## src/verilog/spi_port_pkg.sv

```systemverilog
// shared constants, types and the checksum function of the serial register port
// assumes one 50 MHz system clock; all link pins arrive asynchronously
package spi_port_pkg;
  // ****************************************
  // frame layout
  // ****************************************
  localparam int ADDR_W = 13;
  localparam int WORD_W = 32;
  localparam int HDR_W  = 16;
  localparam logic [4:0] HDR_LAST  = 5'd15;
  localparam logic [4:0] CRC_LAST  = 5'd7;
  localparam logic [4:0] TA_LAST   = 5'd7;
  localparam logic [4:0] WORD_LAST = 5'd31;
  localparam int HDR_MARK1_BIT = 15;
  localparam int HDR_MARK0_BIT = 14;
  localparam int HDR_DIR_BIT   = 13;
  localparam logic HDR_MARK1 = 1'b1;
  localparam logic HDR_MARK0 = 1'b0;
  localparam logic DIR_READ  = 1'b0;
  localparam logic DIR_WRITE = 1'b1;
  localparam logic [7:0] CRC_POLY = 8'h07;
  localparam logic [7:0] CRC_SEED = 8'h00;
  localparam logic [15:0] BYTES_PER_WORD = 16'h0004;
  // ****************************************
  // local registers inside the port
  // ****************************************
  localparam logic [12:0] ADDR_CTRL    = 13'h1f00;
  localparam logic [12:0] ADDR_STATUS  = 13'h1f01;
  localparam logic [12:0] ADDR_TX_LEN  = 13'h1f02;
  localparam logic [12:0] ADDR_TX_DATA = 13'h1f03;
  localparam logic [12:0] ADDR_RX_DATA = 13'h1f04;
  localparam int CTRL_SC_BIT = 0;
  localparam int STAT_LH_BIT = 8;
  localparam int STAT_LL_BIT = 9;
  // ****************************************
  // pin sampling
  // ****************************************
  localparam int PIN_SCLK  = 0;
  localparam int PIN_CS_N  = 1;
  localparam int PIN_SDI   = 2;
  localparam int PIN_STRAP = 3;
  localparam int PIN_PROTO = 4;
  localparam logic [4:0] PIN_RST = 5'h02;
  localparam logic [1:0] STRAP_WAIT = 2'h3;

  typedef enum {ST_HDR, ST_HCRC, ST_TA, ST_WDATA, ST_WCRC, ST_RDATA, ST_RCRC, ST_DROP} link_state_t;

  typedef struct packed {
    logic [12:0] addr;
    logic [31:0] data;
    logic [3:0]  byte_en;
    logic        wr;
    logic        rd;
  } reg_req_t;

  // msb first over the low n bits of d
  function automatic logic [7:0] crc8_bits(input logic [7:0] seed, input logic [31:0] d,
                                           input int n);
    logic [7:0] c;
    c = seed;
    for (int i = WORD_W - 1; i >= 0; i--) begin
      if (i < n) begin
        c = (c[7] ^ d[i]) ? ({c[6:0], 1'b0} ^ CRC_POLY) : {c[6:0], 1'b0};
      end
    end
    return c;
  endfunction
endpackage
```

## src/verilog/generic_spi_register_port.sv

```systemverilog
// serial register port: four-wire slave, header decode, burst words, optional crc
// assumes the host shifts data on falling sclk and samples on rising sclk, cs low framing
//
// Overview of operation
// [RULE1] registers are reached over clock, chip select, data in and data out (strap too)
// [RULE2] protocol choice comes from a configuration pin, never a register
// [RULE3] every access moves whole 32-bit words
// [RULE4] single and burst accesses; burst words follow one header
// [RULE5] most significant bit first on both data lines
// [RULE6] direction bit 0 reads, 1 writes; reads carry an 8-bit turnaround field
// [RULE7] host sizes bursts in four-byte words; last frame word holds 1..4 bytes
// [RULE8] frame length includes two header bytes; padding bytes in last word ignored (the code counts the length in data bytes only, without the header)
// [RULE9] checksum enable comes from a strap sampled at power-up
// [RULE10] checksum is crc8 x^8+x^2+x+1 seeded with zero
// [RULE11] with checksum, crc after address and after every control data word
// [RULE12] frame data words carry no per-word crc
// [RULE13] control write: 1, 0, direction, 13-bit address, then 32-bit word
// [RULE14] write-one-to-clear bits are readable and clear only on a written one
// [RULE15] latching status bits hold a high or low event until read
// [RULE16] self-clearing bits return to zero once their action is done
// [RULE17] read words start in the bit period right after turnaround
`timescale 1ns/1ps
module generic_spi_register_port #(
  parameter int EVT_W = 8
) (
  input  wire logic                  sys_clk,
  input  wire logic                  sys_rst,
  input  wire logic                  sclk,
  input  wire logic                  spi_cs_n,
  input  wire logic                  spi_sdi,
  input  wire logic                  sdo_in,
  output logic                       sdo_out,
  output logic                       sdo_oe,
  input  wire logic                  proto_generic,
  output spi_port_pkg::reg_req_t     req,
  input  wire logic [31:0]           rdata,
  input  wire logic [EVT_W-1:0]      status_event,
  input  wire logic                  status_level_hi,
  input  wire logic                  status_level_lo,
  output logic                       action_start,
  input  wire logic                  action_done,
  output logic                       crc_error,
  output logic                       crc_enabled
);
  if (EVT_W < 1 || EVT_W > spi_port_pkg::STAT_LH_BIT) begin : g_bad_evt
    $error("EVT_W must lie between 1 and the latch bit position");
  end

  // ****************************************
  // pin synchronisers
  // ****************************************
  logic [4:0]  sync1_reg, sync2_reg, sync3_reg, filt_reg, prev_reg;
  logic [4:0]  pins, filt_next;
  logic        cs_act, sclk_rise, sclk_fall, sdi_bit;
  logic [1:0]  strap_cnt_reg;
  logic        strap_done_reg, crc_en_reg, generic_reg;

  assign pins = {proto_generic, sdo_in, spi_sdi, spi_cs_n, sclk}; // [RULE1]
  // a change only counts once the last two stages agree
  assign filt_next = (~(sync2_reg ^ sync3_reg) & sync3_reg) | ((sync2_reg ^ sync3_reg) & filt_reg);

  always_ff @(posedge sys_clk or posedge sys_rst) begin
    if (sys_rst) begin
      sync1_reg <= spi_port_pkg::PIN_RST;
      sync2_reg <= spi_port_pkg::PIN_RST;
      sync3_reg <= spi_port_pkg::PIN_RST;
      filt_reg  <= spi_port_pkg::PIN_RST;
      prev_reg  <= spi_port_pkg::PIN_RST;
    end else begin
      sync1_reg <= pins;
      sync2_reg <= sync1_reg;
      sync3_reg <= sync2_reg;
      filt_reg  <= filt_next;
      prev_reg  <= filt_reg;
    end
  end

  // straps are caught after release, once the synchronised copies have settled;
  // the filter's next value is taken, the registered copy is one cycle too late
  always_ff @(posedge sys_clk or posedge sys_rst) begin
    if (sys_rst) begin
      strap_cnt_reg  <= '0;
      strap_done_reg <= 1'b0;
      crc_en_reg     <= 1'b0;
      generic_reg    <= 1'b0;
    end else if (!strap_done_reg) begin
      strap_cnt_reg <= strap_cnt_reg + 2'h1;
      if (strap_cnt_reg == spi_port_pkg::STRAP_WAIT) begin
        strap_done_reg <= 1'b1;
        crc_en_reg     <= filt_next[spi_port_pkg::PIN_STRAP];  // [RULE9]
        generic_reg    <= filt_next[spi_port_pkg::PIN_PROTO];  // [RULE2]
      end
    end
  end

  assign crc_enabled = crc_en_reg;
  assign cs_act      = generic_reg & strap_done_reg & ~filt_reg[spi_port_pkg::PIN_CS_N];
  assign sclk_rise   = filt_reg[spi_port_pkg::PIN_SCLK] & ~prev_reg[spi_port_pkg::PIN_SCLK];
  assign sclk_fall   = ~filt_reg[spi_port_pkg::PIN_SCLK] & prev_reg[spi_port_pkg::PIN_SCLK];
  assign sdi_bit     = filt_reg[spi_port_pkg::PIN_SDI];

  // ****************************************
  // transaction sequencer
  // ****************************************
  spi_port_pkg::link_state_t state_reg;
  logic [4:0]  bit_cnt_reg;
  logic [31:0] in_sr_reg, in_word, word_reg;
  logic [12:0] addr_reg, addr_step;
  logic        wr_dir_reg, is_data_reg, ctrl_crc;
  logic [15:0] hdr_now;
  logic [3:0]  be_now;
  logic [15:0] tx_remain_reg;

  assign in_word   = {in_sr_reg[30:0], sdi_bit};  // [RULE5]
  assign hdr_now   = {spi_port_pkg::HDR_MARK1, spi_port_pkg::HDR_MARK0, wr_dir_reg, addr_reg};
  // frame fifo locations are not auto-incremented during a burst
  assign addr_step = is_data_reg ? addr_reg : addr_reg + 13'h1;  // [RULE4]
  assign ctrl_crc  = crc_en_reg & ~is_data_reg;  // [RULE12]

  // padding bytes of the last frame word get no byte enable
  always_comb begin
    be_now = 4'hf;
    if (addr_reg == spi_port_pkg::ADDR_TX_DATA && tx_remain_reg < spi_port_pkg::BYTES_PER_WORD) begin
      unique case (tx_remain_reg[1:0])  // [RULE8] [RULE7]
        2'h1:    be_now = 4'h8;
        2'h2:    be_now = 4'hc;
        2'h3:    be_now = 4'he;
        default: be_now = 4'h0;
      endcase
    end
  end

  always_ff @(posedge sys_clk or posedge sys_rst) begin
    if (sys_rst) begin
      state_reg   <= spi_port_pkg::ST_HDR;
      bit_cnt_reg <= spi_port_pkg::HDR_LAST;
      in_sr_reg   <= '0;
      word_reg    <= '0;
      addr_reg    <= '0;
      wr_dir_reg  <= 1'b0;
      is_data_reg <= 1'b0;
      req         <= '0;
      crc_error   <= 1'b0;
    end else begin
      req.wr    <= 1'b0;
      req.rd    <= 1'b0;
      crc_error <= 1'b0;
      if (!cs_act) begin
        state_reg   <= spi_port_pkg::ST_HDR;
        bit_cnt_reg <= spi_port_pkg::HDR_LAST;
      end else if (sclk_rise) begin
        in_sr_reg   <= in_word;
        bit_cnt_reg <= bit_cnt_reg - 5'd1;
        if (bit_cnt_reg == '0) begin
          unique case (state_reg)
            spi_port_pkg::ST_HDR: begin  // [RULE13]
              addr_reg    <= in_word[spi_port_pkg::ADDR_W-1:0];
              wr_dir_reg  <= in_word[spi_port_pkg::HDR_DIR_BIT];
              is_data_reg <= in_word[12:0] == spi_port_pkg::ADDR_TX_DATA ||
                             in_word[12:0] == spi_port_pkg::ADDR_RX_DATA;
              if (in_word[spi_port_pkg::HDR_MARK1_BIT] != spi_port_pkg::HDR_MARK1 ||
                  in_word[spi_port_pkg::HDR_MARK0_BIT] != spi_port_pkg::HDR_MARK0) begin
                state_reg <= spi_port_pkg::ST_DROP;
              end else if (crc_en_reg) begin  // [RULE11]
                state_reg   <= spi_port_pkg::ST_HCRC;
                bit_cnt_reg <= spi_port_pkg::CRC_LAST;
              end else if (in_word[spi_port_pkg::HDR_DIR_BIT] == spi_port_pkg::DIR_WRITE) begin
                state_reg   <= spi_port_pkg::ST_WDATA;  // [RULE6]
                bit_cnt_reg <= spi_port_pkg::WORD_LAST;
              end else begin
                state_reg   <= spi_port_pkg::ST_TA;
                bit_cnt_reg <= spi_port_pkg::TA_LAST;
              end
            end
            spi_port_pkg::ST_HCRC: begin
              if (in_word[7:0] != spi_port_pkg::crc8_bits(spi_port_pkg::CRC_SEED, {16'h0, hdr_now},
                                                          spi_port_pkg::HDR_W)) begin  // [RULE10]
                state_reg <= spi_port_pkg::ST_DROP;
                crc_error <= 1'b1;
              end else if (wr_dir_reg == spi_port_pkg::DIR_WRITE) begin
                state_reg   <= spi_port_pkg::ST_WDATA;
                bit_cnt_reg <= spi_port_pkg::WORD_LAST;
              end else begin
                state_reg   <= spi_port_pkg::ST_TA;
                bit_cnt_reg <= spi_port_pkg::TA_LAST;
              end
            end
            spi_port_pkg::ST_TA: begin  // [RULE17]
              req.rd      <= 1'b1;
              req.addr    <= addr_reg;
              state_reg   <= spi_port_pkg::ST_RDATA;
              bit_cnt_reg <= spi_port_pkg::WORD_LAST;
            end
            spi_port_pkg::ST_WDATA: begin  // [RULE3]
              word_reg <= in_word;
              if (ctrl_crc) begin
                state_reg   <= spi_port_pkg::ST_WCRC;
                bit_cnt_reg <= spi_port_pkg::CRC_LAST;
              end else begin
                req.wr      <= 1'b1;
                req.addr    <= addr_reg;
                req.data    <= in_word;
                req.byte_en <= be_now;
                addr_reg    <= addr_step;
                bit_cnt_reg <= spi_port_pkg::WORD_LAST;
              end
            end
            spi_port_pkg::ST_WCRC: begin  // [RULE11]
              if (in_word[7:0] == spi_port_pkg::crc8_bits(spi_port_pkg::CRC_SEED, word_reg,
                                                          spi_port_pkg::WORD_W)) begin
                req.wr      <= 1'b1;
                req.addr    <= addr_reg;
                req.data    <= word_reg;
                req.byte_en <= be_now;
                addr_reg    <= addr_step;
                state_reg   <= spi_port_pkg::ST_WDATA;
                bit_cnt_reg <= spi_port_pkg::WORD_LAST;
              end else begin
                state_reg <= spi_port_pkg::ST_DROP;
                crc_error <= 1'b1;
              end
            end
            spi_port_pkg::ST_RDATA: begin
              if (ctrl_crc) begin
                state_reg   <= spi_port_pkg::ST_RCRC;
                bit_cnt_reg <= spi_port_pkg::CRC_LAST;
              end else begin  // [RULE4]
                req.rd      <= 1'b1;
                req.addr    <= addr_step;
                addr_reg    <= addr_step;
                bit_cnt_reg <= spi_port_pkg::WORD_LAST;
              end
            end
            spi_port_pkg::ST_RCRC: begin
              req.rd      <= 1'b1;
              req.addr    <= addr_step;
              addr_reg    <= addr_step;
              state_reg   <= spi_port_pkg::ST_RDATA;
              bit_cnt_reg <= spi_port_pkg::WORD_LAST;
            end
            spi_port_pkg::ST_DROP: state_reg <= spi_port_pkg::ST_DROP;
          endcase
        end
      end
    end
  end

  // ****************************************
  // local registers
  // ****************************************
  logic             ctrl_sc_reg, lh_reg, ll_seen_reg, rd_pend_reg, rd_local_reg;
  logic [EVT_W-1:0] stat_evt_reg, w1c_mask;
  logic [15:0]      tx_len_reg;
  logic [31:0]      local_word, local_val_reg, rd_word, last_rd_reg;
  logic             wr_ctrl, wr_stat, wr_len, wr_txd, rd_stat;

  assign wr_ctrl  = req.wr && req.addr == spi_port_pkg::ADDR_CTRL;
  assign wr_stat  = req.wr && req.addr == spi_port_pkg::ADDR_STATUS;
  assign wr_len   = req.wr && req.addr == spi_port_pkg::ADDR_TX_LEN;
  assign wr_txd   = req.wr && req.addr == spi_port_pkg::ADDR_TX_DATA;
  assign rd_stat  = req.rd && req.addr == spi_port_pkg::ADDR_STATUS;
  assign w1c_mask = wr_stat ? req.data[EVT_W-1:0] : '0;
  assign action_start = ctrl_sc_reg;

  always_comb begin
    local_word = '0;
    unique case (req.addr)
      spi_port_pkg::ADDR_CTRL:   local_word[spi_port_pkg::CTRL_SC_BIT] = ctrl_sc_reg;
      spi_port_pkg::ADDR_STATUS: begin
        local_word[EVT_W-1:0]                = stat_evt_reg;
        local_word[spi_port_pkg::STAT_LH_BIT] = lh_reg;
        local_word[spi_port_pkg::STAT_LL_BIT] = ~ll_seen_reg;
      end
      spi_port_pkg::ADDR_TX_LEN: local_word[15:0] = tx_len_reg;
      default:                   local_word = '0;
    endcase
  end

  always_ff @(posedge sys_clk or posedge sys_rst) begin
    if (sys_rst) begin
      ctrl_sc_reg   <= 1'b0;
      stat_evt_reg  <= '0;
      lh_reg        <= 1'b0;
      ll_seen_reg   <= 1'b0;
      tx_len_reg    <= '0;
      tx_remain_reg <= '0;
    end else begin
      if (wr_ctrl && req.data[spi_port_pkg::CTRL_SC_BIT]) ctrl_sc_reg <= 1'b1;
      else if (action_done) ctrl_sc_reg <= 1'b0;  // [RULE16]
      // a new event beats a clear in the same cycle
      stat_evt_reg <= status_event | (stat_evt_reg & ~w1c_mask);  // [RULE14]
      lh_reg       <= status_level_hi | (lh_reg & ~rd_stat);  // [RULE15]
      ll_seen_reg  <= ~status_level_lo | (ll_seen_reg & ~rd_stat);
      if (wr_len) begin
        tx_len_reg    <= req.data[15:0];
        tx_remain_reg <= req.data[15:0];
      end else if (wr_txd) begin
        tx_remain_reg <= (tx_remain_reg < spi_port_pkg::BYTES_PER_WORD) ? '0
                         : tx_remain_reg - spi_port_pkg::BYTES_PER_WORD;
      end
    end
  end

  // ****************************************
  // read data shifter
  // ****************************************
  logic [31:0] tx_sr_reg;
  logic        skip_reg, load_crc;
  logic [7:0]  rd_crc;

  assign rd_word  = rd_local_reg ? local_val_reg : rdata;
  assign rd_crc   = spi_port_pkg::crc8_bits(spi_port_pkg::CRC_SEED, last_rd_reg, spi_port_pkg::WORD_W);
  assign load_crc = cs_act && sclk_rise && bit_cnt_reg == '0 &&
                    state_reg == spi_port_pkg::ST_RDATA && ctrl_crc;
  assign sdo_oe   = cs_act && (state_reg == spi_port_pkg::ST_RDATA ||
                               state_reg == spi_port_pkg::ST_RCRC);  // [RULE17]

  always_ff @(posedge sys_clk or posedge sys_rst) begin
    if (sys_rst) begin
      rd_pend_reg   <= 1'b0;
      rd_local_reg  <= 1'b0;
      local_val_reg <= '0;
    end else begin
      rd_pend_reg   <= req.rd;
      rd_local_reg  <= req.addr == spi_port_pkg::ADDR_CTRL || req.addr == spi_port_pkg::ADDR_STATUS ||
                       req.addr == spi_port_pkg::ADDR_TX_LEN;
      local_val_reg <= local_word;
    end
  end

  always_ff @(posedge sys_clk or posedge sys_rst) begin
    if (sys_rst) begin
      tx_sr_reg   <= '0;
      last_rd_reg <= '0;
      sdo_out     <= 1'b0;
      skip_reg    <= 1'b0;
    end else if (!cs_act) begin
      sdo_out  <= 1'b0;
      skip_reg <= 1'b0;
    end else if (rd_pend_reg) begin  // [RULE5]
      tx_sr_reg   <= rd_word;
      last_rd_reg <= rd_word;
      sdo_out     <= rd_word[31];
      skip_reg    <= 1'b1;
    end else if (load_crc) begin  // [RULE11]
      tx_sr_reg <= {rd_crc, 24'h0};
      sdo_out   <= rd_crc[7];
      skip_reg  <= 1'b1;
    end else if (sclk_fall) begin
      // the first falling edge after a load already shows the msb
      if (skip_reg) skip_reg <= 1'b0;
      else begin
        tx_sr_reg <= {tx_sr_reg[30:0], 1'b0};
        sdo_out   <= tx_sr_reg[30];
      end
    end
  end
endmodule

```

## config.mk

```make
export PLATFORM = sky130hd
export DESIGN_NAME = generic_spi_register_port
export DESIGN_NICKNAME = d
export VERILOG_FILES = /design/src/verilog/spi_port_pkg.sv /design/src/verilog/generic_spi_register_port.sv
export SDC_FILE = /design/constraint.sdc
export NUM_CORES = 1
export LEC_CHECK = 0
export BUFFER_PORTS_ARGS = -buffer_cell sky130_fd_sc_hd__buf_2
export CORE_MARGIN = 1
export CORE_UTILIZATION = 35
export CTS_BUF_LIST = sky130_fd_sc_hd__clkbuf_8
export DETAILED_ROUTE_END_ITERATION = 8
export PLACE_DENSITY = 0.6
export SETUP_SLACK_MARGIN = 0.15
export SKIP_CTS_REPAIR_TIMING = 1
export SKIP_LAST_GASP = 1
export SLEW_MARGIN = 20
export SYNTH_ARGS = -nofsm -noshare
export SYNTH_HDL_FRONTEND = slang
export SYNTH_SLANG_ARGS = --single-unit
```

## constraint.sdc

```tcl
create_clock -name sys_clk -period 10.85 [get_ports sys_clk]
set_input_delay 0.5425 -clock sys_clk [delete_from_list [all_inputs] [get_ports sys_clk]]
set_output_delay 0.5425 -clock sys_clk [all_outputs]
set_load 0.02 [all_outputs]
```

======== Word level (Yosys, flattened, before mapping) ========
Index checks and enable logic that the tools add are counted.
word-level totals
  input port bits ......................... 50
  flip-flop bits (word level) ............. 319
cells by class
  equality and inequality tests ........... 33
  add/subtract/negate cells ............... 4
  multiplexer cells ....................... 340
  $lt $le $gt $ge ......................... 1
  bitwise gates (word level) .............. 179
  reduce and logical (&&, ||, !) cells .... 38
operator list
  kind                    count
  $mux W8                 193
  $mux W3                 82
  $not A3 Y3              77
  $pmux W32 S7            1
  $mux W32                6
  $eq A32 B3 Y1 const B   4
  $mux W31                4
  $mux W50                2
  $eq A13 B13 Y1 const B  7
  $pmux W37 S2            1
  $xor A1 B1 Y1           71
  $pmux W13 S5            1
  $eq A32 B2 Y1 const B   2
  $eq A32 B4 Y1 const B   2
  $pmux W13 S4            1
  $mux W5                 10
  $mux W16                3
  $mux W13                3
  $eq A32 B1 Y1 const B   1
  $logic_not A32 Y1       1
  $pmux W5 S5             1
  $mux W1                 21
  $pmux W9 S2             1
  $lt A16 B3 Y1 const B   1
  other kinds (44)        99

======== Depth between registers and ports, before layout ========
Gate-level depths: netlist (run 1).
  word-level depth ........................ 197
  depth in mapped cells ................... 13
  depth with buffers taken out ............ 12

======== Worst setup path after synthesis (run 1) ========
Ideal clock, no wire load.
  kind .................................... reg2reg
  start point ............................. reg word_reg[25]
  end point ............................... reg req[40] (netlist bit)
  period minus slack after synthesis ...... 3798 ps
  arrival ................................. 3673 ps
  buffers on the path ..................... 2
  cell stages (with the launch flop) ...... 13
  required time ........................... 10725 ps
  setup slack ............................. 7052 ps
  library setup time ...................... 125 ps
  cell sequence ........................... dfrtp_1 -> buf_2 -> xnor3_1 -> xnor3_1 -> xnor3_1 -> xor3_1 -> or2_1 -> o221a_4 -> nor3_2 -> o21ai_1 -> a221oi_4 -> buf_6 -> mux2_2
between the ends
  longest elaborated chain between the ends .. 129
  elaborated cells on any way between the ends .. 165
RTL lines
  element                          RTL line                          source
  start: declaration               generic_spi_register_port.sv:107  logic [31:0] in_sr_reg, in_word, word_reg;
  start signal: assignment         generic_spi_register_port.sv:195  word_reg <= in_word;
  $xor A1 B1 Y1 (*)                spi_port_pkg.sv:63                c = (c[7] ^ d[i]) ? ({c[6:0], 1'b0} ^ CRC_POLY) : {c[6:0], 1'b0};
  $mux W3 (*)                      spi_port_pkg.sv:63
  $mux W8 (*)                      generic_spi_register_port.sv:155  unique case (state_reg)
  $mux W8 (*)                      generic_spi_register_port.sv:154  if (bit_cnt_reg == '0) begin
  $mux W8 (*)                      generic_spi_register_port.sv:151  end else if (sclk_rise) begin
  $mux W8 (*)                      generic_spi_register_port.sv:148  if (!cs_act) begin
  $not A3 Y3 (no line)             n/a
  $mux W3                          spi_port_pkg.sv:63
  (+113 left out)                  n/a
  $mux W3                          spi_port_pkg.sv:63
  $mux W8 (*)                      generic_spi_register_port.sv:155
  $mux W8 (*)                      generic_spi_register_port.sv:154
  $mux W8 (*)                      generic_spi_register_port.sv:151
  $mux W8 (*)                      generic_spi_register_port.sv:148
  $eq A8 B8 Y1 (*)                 generic_spi_register_port.sv:209  if (in_word[7:0] == spi_port_pkg::crc8_bits(spi_port_pkg::CRC_SEED, word_reg,
  $ne A2 B2 Y1 (no line) (*)       n/a
  $reduce_and A7 Y1 (no line) (*)  n/a
  end: declaration                 generic_spi_register_port.sv:35   output spi_port_pkg::reg_req_t req,
Every way passes the cells marked *; elsewhere a longest branch is shown, timed or not. The select of a mux whose other input is x is not followed.
A chain may end at the register's enable or synchronous reset.

======== Final worst setup path (run 1) ========
  start point ............................. reg word_reg[25]
  end point ............................... reg req[37] (netlist bit)
between the ends
  longest elaborated chain between the ends .. 129
  elaborated cells on any way between the ends .. 165
RTL lines
  element                          RTL line
  $xor A1 B1 Y1 (*)                spi_port_pkg.sv:63
  $mux W3 (*)                      spi_port_pkg.sv:63
  $mux W8 (*)                      generic_spi_register_port.sv:155
  $mux W8 (*)                      generic_spi_register_port.sv:154
  $mux W8 (*)                      generic_spi_register_port.sv:151
  $mux W8 (*)                      generic_spi_register_port.sv:148
  $not A3 Y3 (no line)             n/a
  $mux W3                          spi_port_pkg.sv:63
  (+113 left out)                  n/a
  $mux W3                          spi_port_pkg.sv:63
  $mux W8 (*)                      generic_spi_register_port.sv:155
  $mux W8 (*)                      generic_spi_register_port.sv:154
  $mux W8 (*)                      generic_spi_register_port.sv:151
  $mux W8 (*)                      generic_spi_register_port.sv:148
  $eq A8 B8 Y1 (*)                 generic_spi_register_port.sv:209
  $ne A2 B2 Y1 (no line) (*)       n/a
  $reduce_and A6 Y1 (no line) (*)  n/a
Marks and branches as above.

==> results of run 1 <==
cells by family (layout without fill, tap and decap cells):
kind of cell | count (synthesis) | count (layout)
fa+ha+maj | 12 | 12
buf+inv | 116 | 242
simple gates | 421 | 421
flops | 290 | 290
mux | 117 | 117
compound gates | 325 | 325
xor+xnor | 169 | 169
final timing paths:
path / from / cells after the start / slack, ns / to
min in group sys_clk: status_level_lo / 2 / 0.10 / ll_seen_reg$_DFF_PP0_
max: word_reg[25]$_DFFE_PP0P_ / 10 / 6.37 / req[37]$_DFFE_PP0P_
max in group asynchronous: sys_rst / 3 / 9.32 / in_sr_reg[21]$_DFFE_PP0P_
min: sys_rst / 2 / 0.10 / tx_sr_reg[21]$_DFFE_PP0P_
min reg2reg: sync1_reg[2]$_DFF_PP0_ / 0 / 0.35 / sync2_reg[2]$_DFF_PP0_
max reg2reg: word_reg[25]$_DFFE_PP0P_ / 10 / 6.37 / req[37]$_DFFE_PP0P_
cell usage in the layout, fill, tap and decap left out, types with 6 or more instances in the layout:
cell type | synthesis | final
dfrtp_1 | 282 | 282
nand2_1 | 224 | 224
o21ai_0 | 117 | 117
mux2_2 | 105 | 105
buf_2 | 3 | 105
xnor2_1 | 85 | 84
nor2_1 | 69 | 68
clkbuf_8 | 0 | 61
a21oi_1 | 48 | 48
xor2_1 | 42 | 42
inv_1 | 21 | 40
a22oi_1 | 39 | 39
xnor3_1 | 31 | 31
o21ai_1 | 32 | 31
nor3_1 | 32 | 30
buf_4 | 0 | 15
and3_1 | 13 | 13
nand3_1 | 12 | 12
o41ai_1 | 12 | 12
xor3_1 | 11 | 11
mux2i_1 | 11 | 11
a21o_1 | 11 | 11
nor4_1 | 11 | 10
a32oi_1 | 10 | 10
a22o_1 | 10 | 10
nor2b_1 | 9 | 9
and2_1 | 9 | 9
nand2b_1 | 8 | 8
o211ai_1 | 8 | 8
o31ai_1 | 8 | 8
dfstp_2 | 8 | 8
ha_1 | 7 | 7
or2_2 | 6 | 6
nand4_1 | 6 | 6
clkinv_2 | 0 | 6
where the power goes:
group | switching, mW | internal [mW] | total, mW | leakage (nW)
logic | 0.150 | 0.130 | 0.279 | 3.76
registers | 0.0564 | 1.15 | 1.21 | 3.76
clock network | 0.467 | 0.584 | 1.05 | 0.628
synth_stat cells, types with 7 or more instances:
master / instances
a21o_1: 11
a21oi_1: 48
a22o_1: 10
a22oi_1: 39
a32oi_1: 10
and2_1: 9
and3_1: 13
clkbuf_1: 82
dfrtp_1: 282
dfstp_2: 8
ha_1: 7
inv_1: 21
mux2_2: 105
mux2i_1: 11
nand2_1: 224
nand2b_1: 8
nand3_1: 12
nor2_1: 69
nor2b_1: 9
nor3_1: 32
nor4_1: 11
o211ai_1: 8
o21ai_0: 117
o21ai_1: 32
o31ai_1: 8
o41ai_1: 12
xnor2_1: 85
xnor3_1: 31
xor2_1: 42
xor3_1: 11
layer usage:
layer / wire length, um / track usage, %
met4: 681 / 4.86
met1: 18200 / 25.6
met2: 18400 / 28.8
met3: 2020 / 3.43
met5: 13 / 0
critical path, delay by kind of cell (launching register included):
family          cells  cell delay (ns)
xor+xnor            4             1.70
compound gates      3             0.57
buf+inv             1             0.51
flops               1             0.52
simple gates        2             1.08
final cells by class:
cell class                 count  area, um^2
timing repair buffer         126         708
clock inverter                32         226
multi-input combinational   1044        7490
tap                          577         722
sequential                   290        7270
fill                        4240       25100
clock buffer                  61         840
inverter                      23        93.8
through the flow:
step / hold WS (ns) / power [mW] / setup WS (ns)
5_1_grt: 0.0599 / 2.67 / 6.10
6_report: 0.102 / 2.54 / 6.37
4_1_cts: -0.0442 / 2.58 / 6.37
3_5_place_dp: 0.335 / 1.51 / 6.38
2_1_floorplan: 0.331 / 1.43 / 2.32
3_3_place_gp: 0.334 / 1.50 / 6.45
==> qor.txt, run 1 <==
RUN STATUS
---------------------------------------------------------------------------------
Status ............................................................. finished clean

SYNTH
---------------------------------------------------------------------------------
Synth Area in Adders ...............................................       0.906%
Combinational family with the most area after synthesis ............ XOR/XNOR gates
Leading post-synthesis cells by cell area .......................... dfrtp_1, mux2_2, nand2_1
Post-synth EDFFs ...................................................            0
Most used flip-flop cell after synthesis ...........................      dfrtp_1
Synth Area per Inst ................................................    10.5 um^2
Async set or reset register ratio after synthesis ..................         100%
Cell type contributing the most total cell area after synthesis ....      dfrtp_1
Cells after Synth ..................................................         1450
Number of synthesized register bits ................................          290
Count of yosys warnings during synthesis ...........................            0
Netlist cell types .................................................           66
Fraction of synthesized cell area taken by the top area cell type ..        46.4%
Net count after synthesis ..........................................         1507
Mux share of post-synthesis cell area ..............................        8.58%
Post-synthesis share of cell area spent on xor and xnor gates ......        13.6%
Share of the yosys chip area belonging to registers ................        47.8%
Synth Area in Compound Gates .......................................        13.4%
Mapped Area ........................................................   15200 um^2
Simple-gate portion of the synthesized area ........................        12.5%

CLOCK TREE
---------------------------------------------------------------------------------
Deepest level of the CTS H-tree ....................................            2
Buffer cell driving the clock tree root ............................     clkbuf_8
Clock transition at path regs ......................................      0.06 ns
Sinks on the clock net .............................................          290
Skew-Pair Late Insertion Delay .....................................      0.63 ns
Number of buffers on the longest clock path ........................            3
Clock tree from TritonCTS ..........................................         done
Number of buffers created by CTS ...................................           50

GLOBAL ROUTING
---------------------------------------------------------------------------------
Vias in the first global route .....................................        11000
First-pass GRT wire length .........................................     63400 um
Maximum number of pins on one net before global-route repair .......          176
Antenna violations before repair ...................................            1
Total track usage ..................................................        18.2%
Overflow left after global routing .................................            0

FLOORPLANNING
---------------------------------------------------------------------------------
Number of top-level pins ...........................................          106
Die area ...........................................................   44200 um^2
Core Box Area ......................................................   42400 um^2
Floorplan die width ................................................       210 um
Row count ..........................................................           75
Initial cell density of the core ...................................        35.8%
DIE HEIGHT .........................................................       210 um

STA
---------------------------------------------------------------------------------
Final setup fails ..................................................            0
Clock tree skew after final layout .................................    0.0287 ns
Transition at the pin with the smallest max-transition slack .......      1.09 ns
Unrepaired setup endpoints after global routing ....................           no
Final number of hold-violating endpoints ...........................            0
Relative slew slack ................................................        27.1%
Fin Setup TNS ......................................................         0 ns
Max Freq ...........................................................    0.223 GHz
Minimum clock period after layout ..................................      4.48 ns
Final Max Tran Viols ...............................................            0
Final worst path period share ......................................        41.2%

ROUTE
---------------------------------------------------------------------------------
Total wirelength of the detailed-routed design .....................     39400 um
Routed wirelength normalized by instance count .....................      18.3 um
Number of optimization iterations in the first detailed-route pass .            5
ANT nets after route ...............................................            0
Number of vias per cell ............................................         5.14
Number of remaining DRC errors .....................................            0
Violation count after the first detailed-route iteration ...........          880
Routed vias ........................................................        11100

FLOW RUN
---------------------------------------------------------------------------------
Max Cap Viol .......................................................            0

FINISH
---------------------------------------------------------------------------------
Post-layout utilization of the core ................................        40.9%
Area overhead of the layout relative to synthesis ..................        14.1%
Layout cells sized above 1 .........................................        20.7%
Max FFs per register ...............................................           51
Post-layout net count ..............................................         1592
Total non-filler cell area in the finished layout ..................   17300 um^2
Number of standard cells in the layout, taps in and fillers out ....         2153
Number of antenna diodes ...........................................            0

PLACED DESIGN
---------------------------------------------------------------------------------
Total instance count after detailed placement ......................         2055
Number of port buffers .............................................          105
Cell area reported after detailed placement ........................   16200 um^2
Gpl congestion .....................................................        0.861
Detail Placement HPWL ..............................................     27000 um

WORST SETUP PATH
---------------------------------------------------------------------------------
Slowest stage cell on the critical path ............................      nor4b_4
Largest driver fanout on the critical path .........................           32
Ordered list of cells on the worst path ............................ xnor3_1, xnor3_1, xnor3_1, xor3_1, or2_1, o221a_2, nor4b_4, buf_4, a22oi_1, o21ai_0
Maximum cell stage delay along the critical path ...................      0.83 ns
Cell repeated most along the worst path ............................      xnor3_1
Kind of end point of the critical path .............................     register
Setup Crit Path Kind ............................................... register to register
Worst Setup Start Kind .............................................     register
Arrival @ worst endpoint ...........................................      5.03 ns
CP Data Required Time ..............................................     11.40 ns

MIN PATH
---------------------------------------------------------------------------------
Class of the most critical hold timing path ........................ input pin to asynchronous set/reset pin

POWER
---------------------------------------------------------------------------------
Power per cell area ................................................  146 nW/um^2
Static leakage .....................................................      8.15 nW
VDD IR-drop max ....................................................    0.0775 mV

Note: power is estimated with default switching activity, not from simulation.
==> inputs of run 2 (changes only) <==
- clock period: 10.85 -> 4.5 ns (I/O delays scaled with it)
==> qor.txt, run 2 (synthesis gave the netlist of run 1 again) <==
RUN STATUS
---------------------------------------------------------------------------------
Status ............................................................. finished clean

CLOCK TREE
---------------------------------------------------------------------------------
Clock tree from TritonCTS ..........................................         done
Skew-Pair Late Insertion Delay .....................................      0.65 ns   +0.02 ns
Number of buffers created by CTS ...................................           52   +4.0%
Sinks on the clock net .............................................          290   unchanged
Number of buffers on the longest clock path ........................            3   unchanged
Clock transition at path regs ......................................      0.06 ns   about the same
Deepest level of the CTS H-tree ....................................            2   unchanged
Buffer cell driving the clock tree root ............................     clkbuf_8

ROUTE
---------------------------------------------------------------------------------
Number of optimization iterations in the first detailed-route pass .            5   unchanged
Number of vias per cell ............................................         5.10   -0.77%
ANT nets after route ...............................................            0   unchanged
Total wirelength of the detailed-routed design .....................     39600 um   +0.61%
Number of remaining DRC errors .....................................            0   unchanged
Routed wirelength normalized by instance count .....................      18.0 um   -1.5%
Violation count after the first detailed-route iteration ...........          831   -5.6%
Routed vias ........................................................        11200   +1.4%

WORST SETUP PATH
---------------------------------------------------------------------------------
Number of buffers and inverters on the critical path ...............            1   unchanged
Slowest stage cell on the critical path ............................      dfrtp_1
Largest driver fanout on the critical path .........................           28   -13%
Worst R2R End ...................................................... req[23]$_DFFE_PP0P_
Kind of end point of the critical path .............................     register
Arrival @ worst endpoint ...........................................      4.64 ns   -0.39 ns
Setup Crit Path Kind ............................................... register to register
Cell family with the largest share of critical-path delay .......... XOR/XNOR gates
Depth of the most critical reg-to-reg path .........................           11   +1
Reg-to-Reg Start ................................................... word_reg[25]$_DFFE_PP0P_
R2R Setup Slk ......................................................      0.35 ns   -6.02 ns
Ordered list of cells on the worst path ............................ xnor3_1, xnor3_1, xnor3_1, xor3_1, or2_1, o221a_2, nor4_1, o21ai_2, buf_12, nand2_1, o21ai_1
Maximum cell stage delay along the critical path ...................      0.51 ns   -0.32 ns
CP Data Required Time ..............................................      4.99 ns   -6.41 ns
Cell repeated most along the worst path ............................      xnor3_1
Worst Setup Start Kind .............................................     register

STA
---------------------------------------------------------------------------------
Final setup fails ..................................................            0   unchanged
Relative slew slack ................................................        42.5%   +15 points
Clock tree skew after final layout .................................    0.0590 ns   +0.0303 ns
PnR worst setup slack ..............................................     0.351 ns   -6.02 ns
Fin Setup TNS ......................................................         0 ns   unchanged
Final number of hold-violating endpoints ...........................            0   unchanged
Max Freq ...........................................................    0.241 GHz   +7.9%
Transition at the pin with the smallest max-transition slack .......     0.860 ns   -0.225 ns
Minimum clock period after layout ..................................      4.15 ns   -0.326 ns
Unrepaired setup endpoints after global routing ....................           no
Final worst path period share ......................................        92.2%   +51 points
Final Max Tran Viols ...............................................            0   unchanged

POWER
---------------------------------------------------------------------------------
Static leakage .....................................................      8.37 nW   +2.7%
Power per cell area ................................................  353 nW/um^2   +140%
Total power ........................................................      6.31 mW   +150%
VDD IR-drop max ....................................................     0.192 mV   +150%

FINISH
---------------------------------------------------------------------------------
Total area of multi-input combinational cells ......................    7480 um^2   -0.10%
Layout cells sized above 1 .........................................        21.3%   +0.63 points
Sequential cell area ...............................................    7270 um^2   unchanged
Post-layout utilization of the core ................................        42.1%   +1.2 points
Post-layout net count ..............................................         1638   +2.9%
Top library cells by usage in the layout, fill and taps aside ...... dfrtp_1, nand2_1, o21ai_0
Fillers ............................................................         4147   -2.2%
Most common cell after layout, fill and taps aside .................      dfrtp_1
Area overhead of the layout relative to synthesis ..................        17.5%
Number of antenna diodes ...........................................            0   unchanged
Max FFs per register ...............................................           51   unchanged

MIN PATH
---------------------------------------------------------------------------------
Hold_sp ............................................................    rdata[13]
Cell count of the worst hold path ..................................            3
Hold-critical path endpoint ........................................ last_rd_reg[13]$_DFFE_PP0P_
Class of the most critical hold timing path ........................ input pin to register

GLOBAL ROUTING
---------------------------------------------------------------------------------
Total track usage ..................................................        18.1%   -0.098 points
Overflow left after global routing .................................            0   unchanged
Antenna violations before repair ...................................            0   -1
First-pass GRT wire length .........................................     63000 um   -0.72%
Maximum number of pins on one net before global-route repair .......          128   -27%
Vias in the first global route .....................................        11200   +1.7%

PLACED DESIGN
---------------------------------------------------------------------------------
Number of port buffers .............................................          105   unchanged
DP Worst Slack .....................................................     0.372 ns   -6.00 ns
Gpl congestion .....................................................        0.861   unchanged
Detail Placement HPWL ..............................................     27700 um   +2.6%

FLOORPLANNING
---------------------------------------------------------------------------------
Core Box Area ......................................................   42400 um^2   unchanged
Die area ...........................................................   44200 um^2   unchanged
Row count ..........................................................           75   unchanged
Number of top-level pins ...........................................          106   unchanged
Initial cell density of the core ...................................        35.8%   unchanged
Floorplan die width ................................................       210 um   unchanged
DIE HEIGHT .........................................................       210 um   unchanged

FLOW RUN
---------------------------------------------------------------------------------
Max Cap Viol .......................................................            0   unchanged

## run 2: changes by cell type in the layout (fill, tap and decap cells not counted), moves of 3 or more
cell	previous run	this run
inv_8	3	0
dlygate4sd3_1	5	39
clkinv_2	6	10
buf_4	15	23
inv_1	40	32
clkbuf_8	61	69
## run 2: layout make-up
type                    instances  area share [%]
well taps                     577            4.04
clock inverters                27            1.13
clock buffers                  69            5.32
flip-flops and latches        290            40.7
inverters                      23           0.504
multi-input cells            1044            41.9
repair buffers                170            6.43
## run 2: report_power, final
part / internal (mW) / switching [mW]
registers: 2.77 / 0.135
clock network: 1.54 / 1.16
logic: 0.334 / 0.367
total: 4.65 / 1.66
## run 2: metrics by stage
stage,hold WS [ns],std cells,cell area (um^2)
after floorplan,0.229,1450,15200
after global placement,0.333,2065,16300
after detailed placement,0.337,2065,16300
after CTS,-0.368,2161,17500
after global routing,-0.000331,2200,17900
final,0.0150,2200,17900
## run 2: worst max-delay path by stage
stage / start / to / slack, ns / cells after the start
2_1_floorplan: sys_rst / asynchronous set/reset pin / 0.43 / 1
3_3_place_gp: word_reg[25]$_DFFE_PP0P_ / req[47]$_DFFE_PP0P_ / 0.51 / 11
3_5_place_dp: word_reg[25]$_DFFE_PP0P_ / req[32]$_DFFE_PP0P_ / 0.37 / 11
4_1_cts: word_reg[25]$_DFFE_PP0P_ / req[23]$_DFFE_PP0P_ / 0.34 / 11
5_1_grt: word_reg[25]$_DFFE_PP0P_ / req[24]$_DFFE_PP0P_ / 0.15 / 11
6_report: word_reg[25]$_DFFE_PP0P_ / req[23]$_DFFE_PP0P_ / 0.35 / 11
## run 2: routing by layer
layer | up-vias | GRT usage [%] | wire, um
met5 | - | 0 | 0
met4 | 0 | 4.96 | 685
met2 | 267 | 29.6 | 18800
li1 | 5353 | - | -
met1 | 5553 | 24.6 | 18200
met3 | 50 | 3.44 | 1930
## run 2: worst reg2reg max path: stages (launching register included)
cell and delay (ns):
dfrtp_1 0.51, xnor3_1 0.41, xnor3_1 0.40, xnor3_1 0.40
xor3_1 0.47, or2_1 0.25, o221a_2 0.29, nor4_1 0.51
o21ai_2 0.32, buf_12 0.27, nand2_1 0.10, o21ai_1 0.07
